===== src/hdl/ipss_regs.svh =====
// Command codes, reset values and timing constants of the input-limit and sequencing bank
// Operation
// - Input over warning sets summary bits, alert
// - Input under warning sets summary bits, alert
// - Under fault holds until above warning level
// - Action 80h latches off, BFh retries 70ms
// - Good asserts after level plus delay
// - Good drops below output under warning
// - Enable waits turn-on delay before rising
// - Rise lasts programmed turn-on ramp time
// - Disable waits turn-off delay before falling
// - Fall lasts programmed turn-off ramp time
// - Summary bit 7 marks busy fault
// - Summary bit 6 set while output unpowered
// - Bits 5,4,3: output over, overcurrent, input under
// - Bit 2 temperature, bit 1 comm/memory/logic
// - Bit 0 catches all other conditions except power not good
// - Word low byte is the summary byte
// - Word bits 15..12: output, current, input, vendor
// - Word bits 11..8: not good, fan, other, unknown
// - Summary byte and word are read only
// - Limits, times two bytes; action one byte
// - Input status byte: bits 7,6,5,4
`ifndef IPSS_REGS_SVH
`define IPSS_REGS_SVH

`define IPSS_CMD_OVW      8'h57
`define IPSS_CMD_UVW      8'h58
`define IPSS_CMD_UVF      8'h59
`define IPSS_CMD_ACT      8'h5A
`define IPSS_CMD_PGON     8'h5E
`define IPSS_CMD_TON      8'h60
`define IPSS_CMD_TONR     8'h61
`define IPSS_CMD_TOFF     8'h64
`define IPSS_CMD_TOFFR    8'h65
`define IPSS_CMD_SBYTE    8'h78
`define IPSS_CMD_SWORD    8'h79
`define IPSS_CMD_SINPUT   8'h7C

`define IPSS_RST_OVW      16'hD353
`define IPSS_RST_UVW      16'h0000
`define IPSS_RST_UVF      16'h0000
`define IPSS_RST_ACT      8'h80
`define IPSS_RST_PGON     16'h0000
`define IPSS_RST_TIME     16'h0000
`define IPSS_RST_STATUS   8'h00

`define IPSS_ACT_LATCH    8'h80
`define IPSS_ACT_RETRY    8'hBF

`define IPSS_BUS_ADDR     7'h40
`define IPSS_IDLE_BYTE    8'hFF

`define IPSS_CLK_NS       10
`define IPSS_MS_NS        1000000
`define IPSS_RETRY_MS     16'd70

`endif


===== src/hdl/ipss_pkg.sv =====
// Types shared by the input-limit and sequencing bank
package ipss_pkg;

  typedef enum logic [2:0] {
    IPSS_OFF   = 3'b000,
    IPSS_TON   = 3'b001,
    IPSS_RISE  = 3'b011,
    IPSS_ON    = 3'b010,
    IPSS_TOFF  = 3'b110,
    IPSS_FALL  = 3'b111,
    IPSS_RETRY = 3'b101,
    IPSS_LATCH = 3'b100
  } ipss_seq_t;

  typedef enum logic [2:0] {
    IPSS_B_IDLE = 3'b000,
    IPSS_B_ADDR = 3'b001,
    IPSS_B_CMD  = 3'b011,
    IPSS_B_WR   = 3'b010,
    IPSS_B_RD   = 3'b110
  } ipss_bus_t;

  typedef struct packed {
    logic vout_any;
    logic vout_ov_fault;
    logic iout_any;
    logic iout_oc_fault;
    logic input_ov_fault;
    logic temp_any;
    logic comm_memory_logic_flag;
    logic vendor_specific_flag;
    logic fan_any;
    logic other_any;
    logic unknown_any;
  } ipss_ext_t;

  typedef struct packed {
    logic       stb;
    logic [7:0] cmd;
    logic [15:0] data;
  } ipss_wr_t;

endpackage


===== src/hdl/ipss_bank.sv =====
// Input limits, sequencing, power-good and summary status bank behind the management bus
`timescale 1ns/1ns
`default_nettype none
`include "ipss_regs.svh"

module ipss_bank #(
  parameter int unsigned MS_CYCLES = `IPSS_MS_NS / `IPSS_CLK_NS,
  parameter logic [6:0]  DEV_ADDR  = `IPSS_BUS_ADDR
) (
  input  wire logic              core_clk_i,
  input  wire logic              sys_rst_i,
  input  wire logic              pmb_scl_i,
  input  wire logic              pmb_sda_i,
  output logic                   pmb_sda_o,
  output logic                   pmb_sda_oe_o,
  output logic                   pmb_alert_n_o,
  input  wire logic              enable_i,
  input  wire logic [15:0]       vin_i,
  input  wire logic [15:0]       vout_i,
  input  wire logic [15:0]       output_undervolt_warn_threshold_i,
  input  wire logic [15:0]       good_delay_ms_i,
  input  wire logic              busy_fault_i,
  input  wire ipss_pkg::ipss_ext_t ext_i,
  output logic                   out_en_o,
  output logic                   ramp_up_o,
  output logic                   ramp_down_o,
  output logic                   power_good_o
);

  // Linear eleven format to signed fixed point, 16 fraction bits
  function automatic logic signed [47:0] lin_fix(input logic [15:0] v);
    logic signed [4:0]  e;
    logic signed [47:0] m;
    e = v[15:11];
    m = {{21{v[10]}}, v[10:0], 16'h0000};
    if (e >= 0)
      lin_fix = m <<< e;
    else
      lin_fix = m >>> (-e);
  endfunction

  // Linear eleven time value to whole milliseconds, negatives read as zero
  function automatic logic [15:0] lin_ms(input logic [15:0] v);
    logic signed [47:0] f;
    f = lin_fix(v);
    if (f < 0)
      lin_ms = 16'h0000;
    else if (f[47:32] != 16'h0000)
      lin_ms = 16'hFFFF;
    else
      lin_ms = f[31:16];
  endfunction

  function automatic logic [1:0] cmd_len(input logic [7:0] c);
    unique case (c)
      `IPSS_CMD_ACT, `IPSS_CMD_SBYTE, `IPSS_CMD_SINPUT: cmd_len = 2'd1;
      `IPSS_CMD_OVW, `IPSS_CMD_UVW, `IPSS_CMD_UVF, `IPSS_CMD_PGON, `IPSS_CMD_TON,
      `IPSS_CMD_TONR, `IPSS_CMD_TOFF, `IPSS_CMD_TOFFR, `IPSS_CMD_SWORD: cmd_len = 2'd2;
      default: cmd_len = 2'd0;
    endcase
  endfunction

  function automatic logic cmd_ro(input logic [7:0] c);
    cmd_ro = (c == `IPSS_CMD_SBYTE) || (c == `IPSS_CMD_SWORD) || (c == `IPSS_CMD_SINPUT);
  endfunction

  // Settings
  logic [15:0] ovw_r, uvw_r, uvf_r, pgon_r, ton_r, tonr_r, toff_r, toffr_r;
  logic [7:0]  act_r;
  // Status
  logic [7:0]  sbyte_r;
  logic [7:0]  shigh_r;
  logic [7:0]  sinput_r;
  logic        busy_r;
  logic        uvf_flag_r;
  ipss_pkg::ipss_seq_t seq_r;
  logic        pg_r;

  // Bus side
  logic        scl_q1, scl_q2, scl_q3, sda_q1, sda_q2, sda_q3;
  ipss_pkg::ipss_bus_t phase_r;
  logic [3:0]  bitcnt_r;
  logic [7:0]  shin_r, shout_r, cmd_r, wlo_r;
  logic [1:0]  bidx_r;
  logic [15:0] rdw_r;
  logic        ack_r, mack_r, rw_r, rd_clr_r;
  ipss_pkg::ipss_wr_t wr_r;
  logic        en_q1, en_q2;

  // Pin synchronisers; first stage feeds only the second
  always_ff @(posedge core_clk_i) begin
    if (sys_rst_i) begin
      {scl_q1, scl_q2, scl_q3} <= 3'b111;
      {sda_q1, sda_q2, sda_q3} <= 3'b111;
      {en_q1, en_q2} <= 2'b00;
    end else begin
      {scl_q1, scl_q2, scl_q3} <= {pmb_scl_i, scl_q1, scl_q2};
      {sda_q1, sda_q2, sda_q3} <= {pmb_sda_i, sda_q1, sda_q2};
      {en_q1, en_q2} <= {enable_i, en_q1};
    end
  end

  logic scl_rise, scl_fall, bus_start, bus_stop;
  assign scl_rise  = scl_q2 & ~scl_q3;
  assign scl_fall  = ~scl_q2 & scl_q3;
  assign bus_start = scl_q2 & scl_q3 & sda_q3 & ~sda_q2;
  assign bus_stop  = scl_q2 & scl_q3 & ~sda_q3 & sda_q2;

  logic [15:0] rd_mux;
  always_comb begin
    unique case (cmd_r)
      `IPSS_CMD_OVW:    rd_mux = ovw_r;
      `IPSS_CMD_UVW:    rd_mux = uvw_r;
      `IPSS_CMD_UVF:    rd_mux = uvf_r;
      `IPSS_CMD_ACT:    rd_mux = {8'h00, act_r};
      `IPSS_CMD_PGON:   rd_mux = pgon_r;
      `IPSS_CMD_TON:    rd_mux = ton_r;
      `IPSS_CMD_TONR:   rd_mux = tonr_r;
      `IPSS_CMD_TOFF:   rd_mux = toff_r;
      `IPSS_CMD_TOFFR:  rd_mux = toffr_r;
      `IPSS_CMD_SBYTE:  rd_mux = {`IPSS_IDLE_BYTE, sbyte_r};
      `IPSS_CMD_SWORD:  rd_mux = {shigh_r, sbyte_r};
      `IPSS_CMD_SINPUT: rd_mux = {`IPSS_IDLE_BYTE, sinput_r};
      default:          rd_mux = {`IPSS_IDLE_BYTE, `IPSS_IDLE_BYTE};
    endcase
  end

  logic [7:0] next_tx;
  assign next_tx = (bidx_r == 2'd0) ? rdw_r[7:0] : (bidx_r == 2'd1) ? rdw_r[15:8] : `IPSS_IDLE_BYTE;

  // Byte engine: bits sampled on rising clock, driven after falling clock
  always_ff @(posedge core_clk_i) begin
    if (sys_rst_i) begin
      phase_r      <= ipss_pkg::IPSS_B_IDLE;
      bitcnt_r     <= 4'h0;
      shin_r       <= 8'h00;
      shout_r      <= 8'h00;
      cmd_r        <= 8'h00;
      wlo_r        <= 8'h00;
      bidx_r       <= 2'd0;
      rdw_r        <= 16'h0000;
      ack_r        <= 1'b0;
      mack_r       <= 1'b0;
      rw_r         <= 1'b0;
      rd_clr_r     <= 1'b0;
      wr_r         <= '0;
      pmb_sda_oe_o <= 1'b0;
    end else begin
      wr_r.stb <= 1'b0;
      rd_clr_r <= 1'b0;
      if (bus_start) begin
        phase_r      <= ipss_pkg::IPSS_B_ADDR;
        // The start's own clock fall wraps this to zero
        bitcnt_r     <= 4'hF;
        bidx_r       <= 2'd0;
        pmb_sda_oe_o <= 1'b0;
      end else if (bus_stop) begin
        phase_r      <= ipss_pkg::IPSS_B_IDLE;
        pmb_sda_oe_o <= 1'b0;
      end else if (scl_rise) begin
        if (bitcnt_r < 4'd8)
          shin_r <= {shin_r[6:0], sda_q2};
        else
          mack_r <= ~sda_q2;
      end else if (scl_fall && phase_r != ipss_pkg::IPSS_B_IDLE) begin
        if (bitcnt_r == 4'd7) begin
          bitcnt_r <= 4'd8;
          ack_r    <= 1'b0;
          pmb_sda_oe_o <= 1'b0;
          unique case (phase_r)
            ipss_pkg::IPSS_B_ADDR: begin
              if (shin_r[7:1] == DEV_ADDR) begin
                ack_r        <= 1'b1;
                pmb_sda_oe_o <= 1'b1;
                rw_r         <= shin_r[0];
                rdw_r        <= rd_mux;
                if (shin_r[0] && (cmd_r == `IPSS_CMD_SBYTE || cmd_r == `IPSS_CMD_SWORD))
                  rd_clr_r <= 1'b1;
              end
            end
            ipss_pkg::IPSS_B_CMD: begin
              cmd_r <= shin_r;
              if (cmd_len(shin_r) != 2'd0) begin
                ack_r        <= 1'b1;
                pmb_sda_oe_o <= 1'b1;
              end
            end
            ipss_pkg::IPSS_B_WR: begin
              // Writes to read-only or past the last byte are refused
              if (!cmd_ro(cmd_r) && ({1'b0, bidx_r} < {1'b0, cmd_len(cmd_r)})) begin
                ack_r        <= 1'b1;
                pmb_sda_oe_o <= 1'b1;
                if (bidx_r == 2'd0)
                  wlo_r <= shin_r;
                if (bidx_r == cmd_len(cmd_r) - 2'd1) begin
                  wr_r.stb  <= 1'b1;
                  wr_r.cmd  <= cmd_r;
                  wr_r.data <= (bidx_r == 2'd0) ? {8'h00, shin_r} : {shin_r, wlo_r};
                end
              end
            end
            default: ;
          endcase
        end else if (bitcnt_r == 4'd8) begin
          bitcnt_r     <= 4'h0;
          pmb_sda_oe_o <= 1'b0;
          unique case (phase_r)
            ipss_pkg::IPSS_B_ADDR: begin
              if (!ack_r)
                phase_r <= ipss_pkg::IPSS_B_IDLE;
              else if (rw_r) begin
                phase_r      <= ipss_pkg::IPSS_B_RD;
                shout_r      <= rdw_r[7:0];
                pmb_sda_oe_o <= ~rdw_r[7];
                bidx_r       <= 2'd1;
              end else
                phase_r <= ipss_pkg::IPSS_B_CMD;
            end
            ipss_pkg::IPSS_B_CMD:
              phase_r <= ack_r ? ipss_pkg::IPSS_B_WR : ipss_pkg::IPSS_B_IDLE;
            ipss_pkg::IPSS_B_WR: begin
              if (!ack_r)
                phase_r <= ipss_pkg::IPSS_B_IDLE;
              else
                bidx_r <= bidx_r + 2'd1;
            end
            ipss_pkg::IPSS_B_RD: begin
              if (!mack_r)
                phase_r <= ipss_pkg::IPSS_B_IDLE;
              else begin
                shout_r      <= next_tx;
                pmb_sda_oe_o <= ~next_tx[7];
                if (bidx_r != 2'd3)
                  bidx_r <= bidx_r + 2'd1;
              end
            end
            default: ;
          endcase
        end else begin
          bitcnt_r <= bitcnt_r + 4'h1;
          if (phase_r == ipss_pkg::IPSS_B_RD) begin
            shout_r      <= {shout_r[6:0], 1'b1};
            pmb_sda_oe_o <= ~shout_r[6];
          end
        end
      end
    end
  end

  // Open drain: the line is only ever pulled low
  always_ff @(posedge core_clk_i) begin
    pmb_sda_o <= 1'b0;
  end

  // Writable settings
  always_ff @(posedge core_clk_i) begin
    if (sys_rst_i) begin
      ovw_r   <= `IPSS_RST_OVW;
      uvw_r   <= `IPSS_RST_UVW;
      uvf_r   <= `IPSS_RST_UVF;
      act_r   <= `IPSS_RST_ACT;
      pgon_r  <= `IPSS_RST_PGON;
      ton_r   <= `IPSS_RST_TIME;
      tonr_r  <= `IPSS_RST_TIME;
      toff_r  <= `IPSS_RST_TIME;
      toffr_r <= `IPSS_RST_TIME;
    end else if (wr_r.stb) begin
      unique case (wr_r.cmd)
        `IPSS_CMD_OVW:   ovw_r   <= wr_r.data;
        `IPSS_CMD_UVW:   uvw_r   <= wr_r.data;
        `IPSS_CMD_UVF:   uvf_r   <= wr_r.data;
        `IPSS_CMD_ACT:   act_r   <= wr_r.data[7:0];
        `IPSS_CMD_PGON:  pgon_r  <= wr_r.data;
        `IPSS_CMD_TON:   ton_r   <= wr_r.data;
        `IPSS_CMD_TONR:  tonr_r  <= wr_r.data;
        `IPSS_CMD_TOFF:  toff_r  <= wr_r.data;
        `IPSS_CMD_TOFFR: toffr_r <= wr_r.data;
        default: ;
      endcase
    end
  end

  // Millisecond tick
  logic [31:0] div_r;
  logic        ms_tick;
  assign ms_tick = (div_r == MS_CYCLES - 1);
  always_ff @(posedge core_clk_i) begin
    if (sys_rst_i || ms_tick)
      div_r <= 32'h0;
    else
      div_r <= div_r + 32'h1;
  end

  // Input limit comparisons
  logic signed [47:0] vin_fx;
  logic in_ovw, in_uvw, in_uvf_trip, in_uvf_clr;
  assign vin_fx      = lin_fix(vin_i);
  assign in_ovw      = vin_fx > lin_fix(ovw_r);
  assign in_uvw      = vin_fx < lin_fix(uvw_r);
  assign in_uvf_trip = vin_fx < lin_fix(uvf_r);
  assign in_uvf_clr  = vin_fx > lin_fix(uvw_r);

  always_ff @(posedge core_clk_i) begin
    if (sys_rst_i)
      uvf_flag_r <= 1'b0;
    else if (in_uvf_trip)
      uvf_flag_r <= 1'b1;
    else if (in_uvf_clr)
      uvf_flag_r <= 1'b0;
  end

  // Sequencer
  logic [15:0] mscnt_r;
  logic        powering;
  logic        seq_done;
  logic [15:0] seq_target;
  always_comb begin
    unique case (seq_r)
      ipss_pkg::IPSS_TON:   seq_target = lin_ms(ton_r);
      ipss_pkg::IPSS_RISE:  seq_target = lin_ms(tonr_r);
      ipss_pkg::IPSS_TOFF:  seq_target = lin_ms(toff_r);
      ipss_pkg::IPSS_FALL:  seq_target = lin_ms(toffr_r);
      ipss_pkg::IPSS_RETRY: seq_target = `IPSS_RETRY_MS;
      default:              seq_target = 16'h0000;
    endcase
  end
  assign seq_done = (mscnt_r >= seq_target);
  assign powering = (seq_r == ipss_pkg::IPSS_RISE) || (seq_r == ipss_pkg::IPSS_ON) ||
                    (seq_r == ipss_pkg::IPSS_TOFF) || (seq_r == ipss_pkg::IPSS_FALL);

  always_ff @(posedge core_clk_i) begin
    if (sys_rst_i) begin
      seq_r   <= ipss_pkg::IPSS_OFF;
      mscnt_r <= 16'h0000;
    end else if (uvf_flag_r && seq_r != ipss_pkg::IPSS_OFF && seq_r != ipss_pkg::IPSS_RETRY &&
                 seq_r != ipss_pkg::IPSS_LATCH) begin
      // Fault cuts the output at once, no soft-off
      seq_r   <= (act_r == `IPSS_ACT_RETRY) ? ipss_pkg::IPSS_RETRY : ipss_pkg::IPSS_LATCH;
      mscnt_r <= 16'h0000;
    end else begin
      if (ms_tick && !seq_done)
        mscnt_r <= mscnt_r + 16'h1;
      unique case (seq_r)
        ipss_pkg::IPSS_OFF: if (en_q2 && !uvf_flag_r) begin
          seq_r   <= ipss_pkg::IPSS_TON;
          mscnt_r <= 16'h0000;
        end
        ipss_pkg::IPSS_TON: begin
          if (!en_q2)
            seq_r <= ipss_pkg::IPSS_OFF;
          else if (seq_done) begin
            seq_r   <= ipss_pkg::IPSS_RISE;
            mscnt_r <= 16'h0000;
          end
        end
        ipss_pkg::IPSS_RISE: if (seq_done) seq_r <= ipss_pkg::IPSS_ON;
        ipss_pkg::IPSS_ON: if (!en_q2) begin
          seq_r   <= ipss_pkg::IPSS_TOFF;
          mscnt_r <= 16'h0000;
        end
        ipss_pkg::IPSS_TOFF: if (seq_done) begin
          seq_r   <= ipss_pkg::IPSS_FALL;
          mscnt_r <= 16'h0000;
        end
        ipss_pkg::IPSS_FALL: if (seq_done) seq_r <= ipss_pkg::IPSS_OFF;
        ipss_pkg::IPSS_RETRY: begin
          // Retry only once the fault has cleared and the wait is over
          if (!en_q2)
            seq_r <= ipss_pkg::IPSS_OFF;
          else if (seq_done) begin
            mscnt_r <= 16'h0000;
            if (!uvf_flag_r)
              seq_r <= ipss_pkg::IPSS_TON;
          end
        end
        ipss_pkg::IPSS_LATCH: if (!en_q2) seq_r <= ipss_pkg::IPSS_OFF;
        default: seq_r <= ipss_pkg::IPSS_OFF;
      endcase
    end
  end

  always_ff @(posedge core_clk_i) begin
    if (sys_rst_i) begin
      out_en_o    <= 1'b0;
      ramp_up_o   <= 1'b0;
      ramp_down_o <= 1'b0;
    end else begin
      out_en_o    <= powering;
      ramp_up_o   <= (seq_r == ipss_pkg::IPSS_RISE);
      ramp_down_o <= (seq_r == ipss_pkg::IPSS_FALL);
    end
  end

  // Power-good with assert delay and lower release level
  logic [15:0] pgcnt_r;
  logic        pg_above;
  assign pg_above = powering && (vout_i > pgon_r);
  always_ff @(posedge core_clk_i) begin
    if (sys_rst_i) begin
      pg_r    <= 1'b0;
      pgcnt_r <= 16'h0000;
    end else if (!powering || vout_i < output_undervolt_warn_threshold_i) begin
      pg_r    <= 1'b0;
      pgcnt_r <= 16'h0000;
    end else if (!pg_r && pg_above) begin
      if (pgcnt_r >= good_delay_ms_i)
        pg_r <= 1'b1;
      else if (ms_tick)
        pgcnt_r <= pgcnt_r + 16'h1;
    end else if (!pg_r)
      pgcnt_r <= 16'h0000;
  end
  assign power_good_o = pg_r;

  // Busy fault: set wins over the clear done by a status read
  always_ff @(posedge core_clk_i) begin
    if (sys_rst_i)
      busy_r <= 1'b0;
    else if (busy_fault_i)
      busy_r <= 1'b1;
    else if (rd_clr_r)
      busy_r <= 1'b0;
  end

  // Status registers, refreshed every cycle from live flags
  logic [7:0] sinput_n, sbyte_n, shigh_n;
  always_comb begin
    sinput_n = {ext_i.input_ov_fault, in_ovw, in_uvw, uvf_flag_r, 4'h0};
    sbyte_n  = {busy_r, ~powering, ext_i.vout_ov_fault, ext_i.iout_oc_fault, uvf_flag_r,
                ext_i.temp_any, ext_i.comm_memory_logic_flag,
                in_ovw | in_uvw | ext_i.input_ov_fault | ext_i.vendor_specific_flag |
                ext_i.fan_any | ext_i.other_any | ext_i.unknown_any | ext_i.vout_any | ext_i.iout_any};
    shigh_n  = {ext_i.vout_any | ext_i.vout_ov_fault, ext_i.iout_any | ext_i.iout_oc_fault,
                |sinput_n, ext_i.vendor_specific_flag,
                ~pg_r, ext_i.fan_any, ext_i.other_any, ext_i.unknown_any};
  end

  always_ff @(posedge core_clk_i) begin
    if (sys_rst_i) begin
      sinput_r      <= `IPSS_RST_STATUS;
      sbyte_r       <= `IPSS_RST_STATUS;
      shigh_r       <= `IPSS_RST_STATUS;
      pmb_alert_n_o <= 1'b1;
    end else begin
      sinput_r      <= sinput_n;
      sbyte_r       <= sbyte_n;
      shigh_r       <= shigh_n;
      pmb_alert_n_o <= ~(|sbyte_n[7:0] & ~(sbyte_n == 8'h40) | |sinput_n);
    end
  end

endmodule

`default_nettype wire


===== config.mk =====
export PLATFORM = sky130hd
export DESIGN_NAME = ipss_bank
export DESIGN_NICKNAME = d
export VERILOG_FILES = /design/src/hdl/ipss_pkg.sv /design/src/hdl/ipss_bank.sv
export VERILOG_INCLUDE_DIRS = /design/src /design/src/hdl
export SDC_FILE = /design/constraint.sdc
export NUM_CORES = 2
export LEC_CHECK = 0
export BUFFER_PORTS_ARGS = -buffer_cell sky130_fd_sc_hd__buf_4
export CAP_MARGIN = 10
export CORE_ASPECT_RATIO = 0.9
export CORE_MARGIN = 2
export CORE_UTILIZATION = 40
export CTS_BUF_LIST = sky130_fd_sc_hd__clkbuf_4 sky130_fd_sc_hd__clkbuf_8 sky130_fd_sc_hd__clkbuf_16
export CTS_CLUSTER_DIAMETER = 50
export DETAILED_ROUTE_END_ITERATION = 6
export PLACE_DENSITY_LB_ADDON = 0.2
export SYNTH_ARGS = -nofsm -noshare
export SYNTH_HDL_FRONTEND = slang
export SYNTH_SLANG_ARGS = --single-unit

===== constraint.sdc =====
create_clock -name core_clk_i -period 10.95 [get_ports core_clk_i]
set_input_delay 0.5475 -clock core_clk_i [delete_from_list [all_inputs] [get_ports core_clk_i]]
set_output_delay 0.5475 -clock core_clk_i [all_outputs]
set_load 0.05 [all_outputs]

# == Yosys cells after proc, flatten, opt, wreduce, memory -nomap -nowiden ==
# Index checks and enable logic that the tools add are counted.
# totals
word_cells,424
output_inout_bits,7
ff_bits,328
input_bits,81
# op_classes
n_mux,120
shifts,16
magnitude_cmp,22
bitwise_logic,40
add_sub_neg,14
eq_ne,83
n_reduce_logical,80
# ops
op,n
$mux W48,12
$sshl A27 B5 Y48,8
$sshr A27 B5 Y48,8
$mux W16,18
$eq A8 B7 Y1 const B,34
$lt A48 B1 Y1 const B,4
$pmux W16 S12,1
$gt A48 B48 Y1,2
$lt A48 B48 Y1,2
$pmux W16 S5,1
$pmux W16 S4,1
$reduce_bool A16 Y1,4
$mux W2,28
$mux W3,16
$ge A5 B1 Y1 const B,8
$neg A5 Y5,8
$mux W7,5
$add A16 B1 Y16 const B,2
$add A32 B1 Y32 const B,1
$eq A32 B17 Y1 const B,1
$ge A16 B16 Y1,2
$mux W25,1
$mux W4,6
$ne A3 B3 Y1 const B,8
other kinds (57),194

# == Logic depth before layout (Yosys ltp) ==
# depth
ltp_word,23
ltp_mapped,25
ltp_nobuf,20

# == Worst setup path before layout ==
# OpenSTA, ideal clock, no wires.
# synth_path
path_kind,register to register
from,register tonr_r[12]
to,register mscnt_r[8]
n_path_buf,5
arrival_time_ns,5.179
required_ns,10.879
path_slack_ns,5.701
period_less_slack_ns,5.249
setup_ns,0.071
stages_incl_launch_ff,24
cell_sequence,dfxtp_1 > buf_2 > buf_2 > buf_2 > buf_2 > inv_1 > ha_1 > and3_1 > ha_1 > or4b_1 > o2111ai_1 > o21ai_0 > a22o_1 > or4_1 > ha_1 > nand2b_1 > a21o_1 > a211oi_1 > o211a_1 > o2111ai_1 > or2_1 > clkbuf_1 > or3_1 > a21oi_1
# synth_via
elab_chain_len,15
word_cells_on_any_way,20
cone_classes,add/sub (1); order compare (3); shift (2); mux (11); reduce/logical (3)
# synth_lines
item,line_no,rtl
start: declaration,ipss_bank.sv:68,"logic [15:0] ovw_r, uvw_r, uvf_r, pgon_r, ton_r, tonr_r, toff_r, toffr_r;"
start signal: assignment,ipss_bank.sv:264,tonr_r <= `IPSS_RST_TIME;
start signal: assignment,ipss_bank.sv:275,`IPSS_CMD_TONR: tonr_r <= wr_r.data;
$neg A5 Y5,ipss_bank.sv:39,lin_fix = m >>> (-e);
$sshr A27 B5 Y48,ipss_bank.sv:39,
$mux W48 *,ipss_bank.sv:36,if (e >= 0)
$mux W48 *,ipss_bank.sv:318,unique case (seq_r)
branches (longest 2 deep; another with $lt A48 B1 Y1),-,
$mux W16 *,ipss_bank.sv:46,if (f < 0)
$pmux W16 S5 *,ipss_bank.sv:318,
$ge A16 B16 Y1 *,ipss_bank.sv:327,assign seq_done = (mscnt_r >= seq_target);
$logic_not A1 Y1,ipss_bank.sv:341,if (ms_tick && !seq_done)
$logic_and A1 B1 Y1,ipss_bank.sv:341,
$mux W16,ipss_bank.sv:341,
$mux W16,"ipss_bank.sv:351, ipss_bank.sv:361, ipss_bank.sv:370",
$mux W16,ipss_bank.sv:349,if (!en_q2)
$pmux W16 S4 *,ipss_bank.sv:343,unique case (seq_r)
end signal: assignment,ipss_bank.sv:342,mscnt_r <= mscnt_r + 16'h1;
end: declaration,ipss_bank.sv:313,logic [15:0] mscnt_r;
# Mark *: on every way between the ends. The select of a mux whose other input is x is not followed.
# A chain may end at the register's enable or synchronous reset.

# == Final worst setup path ==
# layout_path
from,register toff_r[11]
to,register mscnt_r[9]
# layout_via
elab_chain_len,15
word_cells_on_any_way,20
cone_classes,add/sub (1); order compare (3); shift (2); mux (11); reduce/logical (3)
# layout_lines
item,line_no,rtl
start: declaration,ipss_bank.sv:68,
start signal: assignment,ipss_bank.sv:265,toff_r <= `IPSS_RST_TIME;
start signal: assignment,ipss_bank.sv:276,`IPSS_CMD_TOFF: toff_r <= wr_r.data;
$neg A5 Y5,ipss_bank.sv:39,
$sshr A27 B5 Y48,ipss_bank.sv:39,
$mux W48 *,ipss_bank.sv:36,
$mux W48 *,ipss_bank.sv:318,
branches (longest 2 deep; another with $lt A48 B1 Y1),-,
$mux W16 *,ipss_bank.sv:46,
$pmux W16 S5 *,ipss_bank.sv:318,
$ge A16 B16 Y1 *,ipss_bank.sv:327,
$logic_not A1 Y1,ipss_bank.sv:341,
$logic_and A1 B1 Y1,ipss_bank.sv:341,
$mux W16,ipss_bank.sv:341,
$mux W16,"ipss_bank.sv:351, ipss_bank.sv:361, ipss_bank.sv:370",
$mux W16,ipss_bank.sv:349,
$pmux W16 S4 *,ipss_bank.sv:343,
# Marked as above.

==> results_dict.tcl <==
set metrics [dict create \
    final_cell_mix "sky130_fd_sc_hd__nor2_1 (490), sky130_fd_sc_hd__nand2_1 (434), sky130_fd_sc_hd__a21oi_1 (366)" \
    tightestPinTransition_ns 1.184 \
    worst_setup_hold_path_clk_slew_ns 0.06 \
    synth_top_family_by_area "compound AO/OA/AOI/OAI gates" \
    violations "DRC" \
    die_y_um 268.3 \
    antenna_found_initial 1 \
    power.density_nw_per_um2 88.29 \
    synthesis.area_per_instance_sq_um 7.492 \
    criticalPathCategory "flop to flop" \
    ctsRootBufferMaster "sky130_fd_sc_hd__clkbuf_16" \
    synthAdderAreaFrac_pct 8.663 \
    floorplan.die.width_um 297.7 \
    fp-row-count 96 \
    cts_sinks 323 \
    leakagePower_nw 12.34 \
    final_max_slew_viol_count 0 \
    yosysWarningCount 0 \
    drt_iter0_drc 3679 \
    synth.yosys.seq_area_share_pct 20.82 \
    routability_cong 0.9469 \
    clock_path_buffers 3 \
    top_level_ports 88 \
    maxCapViolCount 0 \
    post_route_cells_drive_above_1_share_pct 9.484 \
    setup_viol 0 \
    final_cell_utilization_of_the_core_pct 43.92 \
    synth.cell_area_sq_um 31050 \
    finish.net_count 4294 \
    post_cts.repair.setup_buffers 0 \
    pin_count_of_the_biggest_net_entering_global_routing 91 \
    synth_edf_count 0 \
    antenna_left 0 \
    grtUsageMet2_pct 39.14 \
    fmax_mhz 164.1 \
    wire_per_inst_um 21.59 \
    synth_xor_xnor_area_share_pct 2.115 \
    drt_drc_violations_left 20 \
    cts-htree-levels 2 \
    postSynth.topFlopCell "sky130_fd_sc_hd__dfxtp_1" \
    synth.area.mux_share_pct 16.16 \
    cts_inserted_buffers 41 \
    max_slew_margin_pct 20.53 \
    timing.final.hold_violations 0 \
    finalWorstPathRequiredPeriod_ns 6.095 \
    period_share_pct 55.66 \
    met3_track_demand_over_resource_in_global_routing_pct 3.864 \
    globalRouteMet1Util_pct 39.59 \
    postSynth.asyncResetShare_pct 0 \
    grt_setup_unrepaired "false" \
    worst_ep_arrival_time_ns 6.50 \
    synth_compound_area_share_pct 24.43 \
    clock_insertion_delay_at_the_later_pin_of_the_skew_report_ns 0.58 \
    synthesis.instances 4145 \
    grt_pass1_wl_um 168500 \
    status "finished with violations" \
    globalRoute.busiestLayer "met1" \
    drt-vias-per-instance 6.160 \
    final.setup_skew_ns 0.02346 \
    layout_commonest_cell "sky130_fd_sc_hd__nor2_1" \
    drt_first_pass_iters 7 \
    synth.distinct_cells 95 \
    antenna_cells 0 \
    worstPathMaxFanout 39 \
    dieArea_sq_um 79880 \
    critPathCaptureType "flop" \
    cts_resized 0 \
    postSynthNetCount 4441 \
    vdd.ir_drop.worst_mv 0.1165 \
    ys_seq_elements 323 \
    cts_hold_repair.buffers 0 \
    grt_pass1_vias 27660 \
    worst-r2r-setup-slack_ns 4.86 \
    finalWorstSetupSlack_ns 4.855 \
    syn_to_final_growth_pct 8.207 \
    post_synth_and_or_nand_nor_area_fraction_pct 21.80 \
    globalRoute.totalOverflow 0 \
    port-buffer-count 86 \
    initial_core_util_pct 40.59 \
    drt_wl_total_um 109200 \
    critPathLaunchType "flop" \
    hold_slack_ns 0.1711 \
    detailroute.via_count 31150 \
    core_region_area_sq_um 76510 \
    global_route_usage_over_all_layers_pct 26.34 \
    timing.critical_path.required_ns 11.36 \
    holdCritPathClass "input port to flop" \
    tritoncts "yes" \
    post-dp-hpwl_um 82640 \
    worst_slack_placed_ns 4.930 \
    fin_setup_tns_ns 0 \
]
## stage by stage
stage / instances / area [sq um] / power (W)
final: 5057 / 33600 / 0.002967
after global routing: 5057 / 33600 / 0.003074
after CTS: 5057 / 33600 / 0.002981
after detailed placement: 4984 / 32190 / 0.001578
after global placement: 4984 / 32190 / 0.001579
after floorplan: 4145 / 31050 / 0.001459
## flip-flops by register name, indices dropped and copies added, names as in the netlist, 16 cells and up
name and cells:
toffr_r 16, uvf_r 16, uvw_r 16, rdw_r 16, toff_r 16, wr_r 25, mscnt_r 16, ovw_r 16
pgon_r 16, tonr_r 16, ton_r 16, div_r 32, pgcnt_r 16
## worst paths after layout
| path | endpoint | depth (start not counted) | from |
|---|---|---|---|
| worst max register to register | mscnt_r[9]$_SDFF_PP0_ | 17 | toff_r[11]$_SDFFE_PP0P_ |
| worst min register to register | sda_q2$_SDFF_PP1_ | 1 | sda_q1$_SDFF_PP1_ |
| worst max-delay path | mscnt_r[9]$_SDFF_PP0_ | 17 | toff_r[11]$_SDFFE_PP0P_ |
| worst min-delay path | busy_r$_SDFFE_PP0P_ | 3 | busy_fault_i |
## worst max-delay path, stage by stage, from the launching register on
cell and delay (ns):
sky130_fd_sc_hd__dfxtp_1 0.31, sky130_fd_sc_hd__buf_4 0.41, sky130_fd_sc_hd__clkinv_1 0.35, sky130_fd_sc_hd__ha_1 0.32, sky130_fd_sc_hd__xor2_1 0.87, sky130_fd_sc_hd__mux4_2 0.63, sky130_fd_sc_hd__a32oi_1 0.22, sky130_fd_sc_hd__a21oi_1 0.12
sky130_fd_sc_hd__or4_1 0.44, sky130_fd_sc_hd__ha_1 0.28, sky130_fd_sc_hd__nand2b_1 0.09, sky130_fd_sc_hd__a21o_1 0.11, sky130_fd_sc_hd__a211oi_1 0.07, sky130_fd_sc_hd__o211a_1 0.27, sky130_fd_sc_hd__nor2_1 0.24, sky130_fd_sc_hd__nor2_1 0.14
sky130_fd_sc_hd__o21ai_1 0.94, sky130_fd_sc_hd__nor2_1 0.12
## Yosys cell counts, drive strengths merged (11+ instances only)
cell type / count / share of area, %
ha: 215 / 8.7
nand2b: 28 / 0.56
inv: 131 / 1.6
nand3b: 22 / 0.53
o22ai: 30 / 0.60
clkinv: 12 / 0.15
mux2: 62 / 2.3
nor3b: 12 / 0.29
o211ai: 44 / 1.1
a211o: 16 / 0.45
o21bai: 23 / 0.56
o31ai: 24 / 0.58
a31oi: 37 / 0.75
xor2: 31 / 0.87
dfxtp: 323 / 21
o21a: 23 / 0.56
a22oi: 40 / 0.97
and2: 21 / 0.42
a21boi: 13 / 0.31
and3: 37 / 0.75
nor4b: 12 / 0.36
a21o: 36 / 0.87
nor4: 33 / 0.68
o32ai: 11 / 0.31
nand2: 434 / 5.2
a222oi: 36 / 1.2
or2: 13 / 0.26
clkbuf: 284 / 3.4
nand4: 45 / 0.91
nor2b: 66 / 1.3
a221oi: 21 / 0.59
nand3: 89 / 1.4
xnor2: 44 / 1.2
mux4: 68 / 4.9
or3: 26 / 0.52
a2111oi: 11 / 0.31
a21oi: 367 / 5.9
a22o: 19 / 0.54
a311oi: 16 / 0.45
mux2i: 277 / 9.0
nor3: 103 / 1.7
a211oi: 91 / 2.2
nor2: 490 / 5.9
o21ai: 248 / 4.0
buf: 54 / 0.83
## cell type report
class	count	area, sq um
clock buffer	49	1116
sequential	323	6466
fill	7814	42910
clock inverter	24	295.3
timing repair buffer	148	1117
multi-input combinational	3341	22780
inverter	143	536.8
tap	1029	1287
## logic make-up (layout without fill, tap and decap cells)
| kind of cell | after synthesis | after routing |
|---|---|---|
| adder cells (fa/ha/maj) | 215 | 215 |
| multiplexers | 407 | 407 |
| AO/OA/AOI/OAI | 1181 | 1181 |
| buffers and inverters | 481 | 364 |
| flip-flops | 323 | 323 |
| AND/OR/NAND/NOR | 1462 | 1462 |
| other | 1 | 1 |
| XOR/XNOR | 75 | 75 |
## layer usage
| layer | share of wire, % | routed length, um |
|---|---|---|
| met4 | 2.4 | 2607 |
| met5 | 0.012 | 13 |
| met1 | 48 | 52070 |
| met2 | 42 | 45760 |
| met3 | 8.0 | 8728 |
## report_power, final
part / internal, W / switching [W]
clock: 0.000821 / 0.000583
combinational: 0.000140 / 0.000227
sequential: 0.00118 / 0.0000114
No activity file was read; power rests on OpenSTA's default activity.
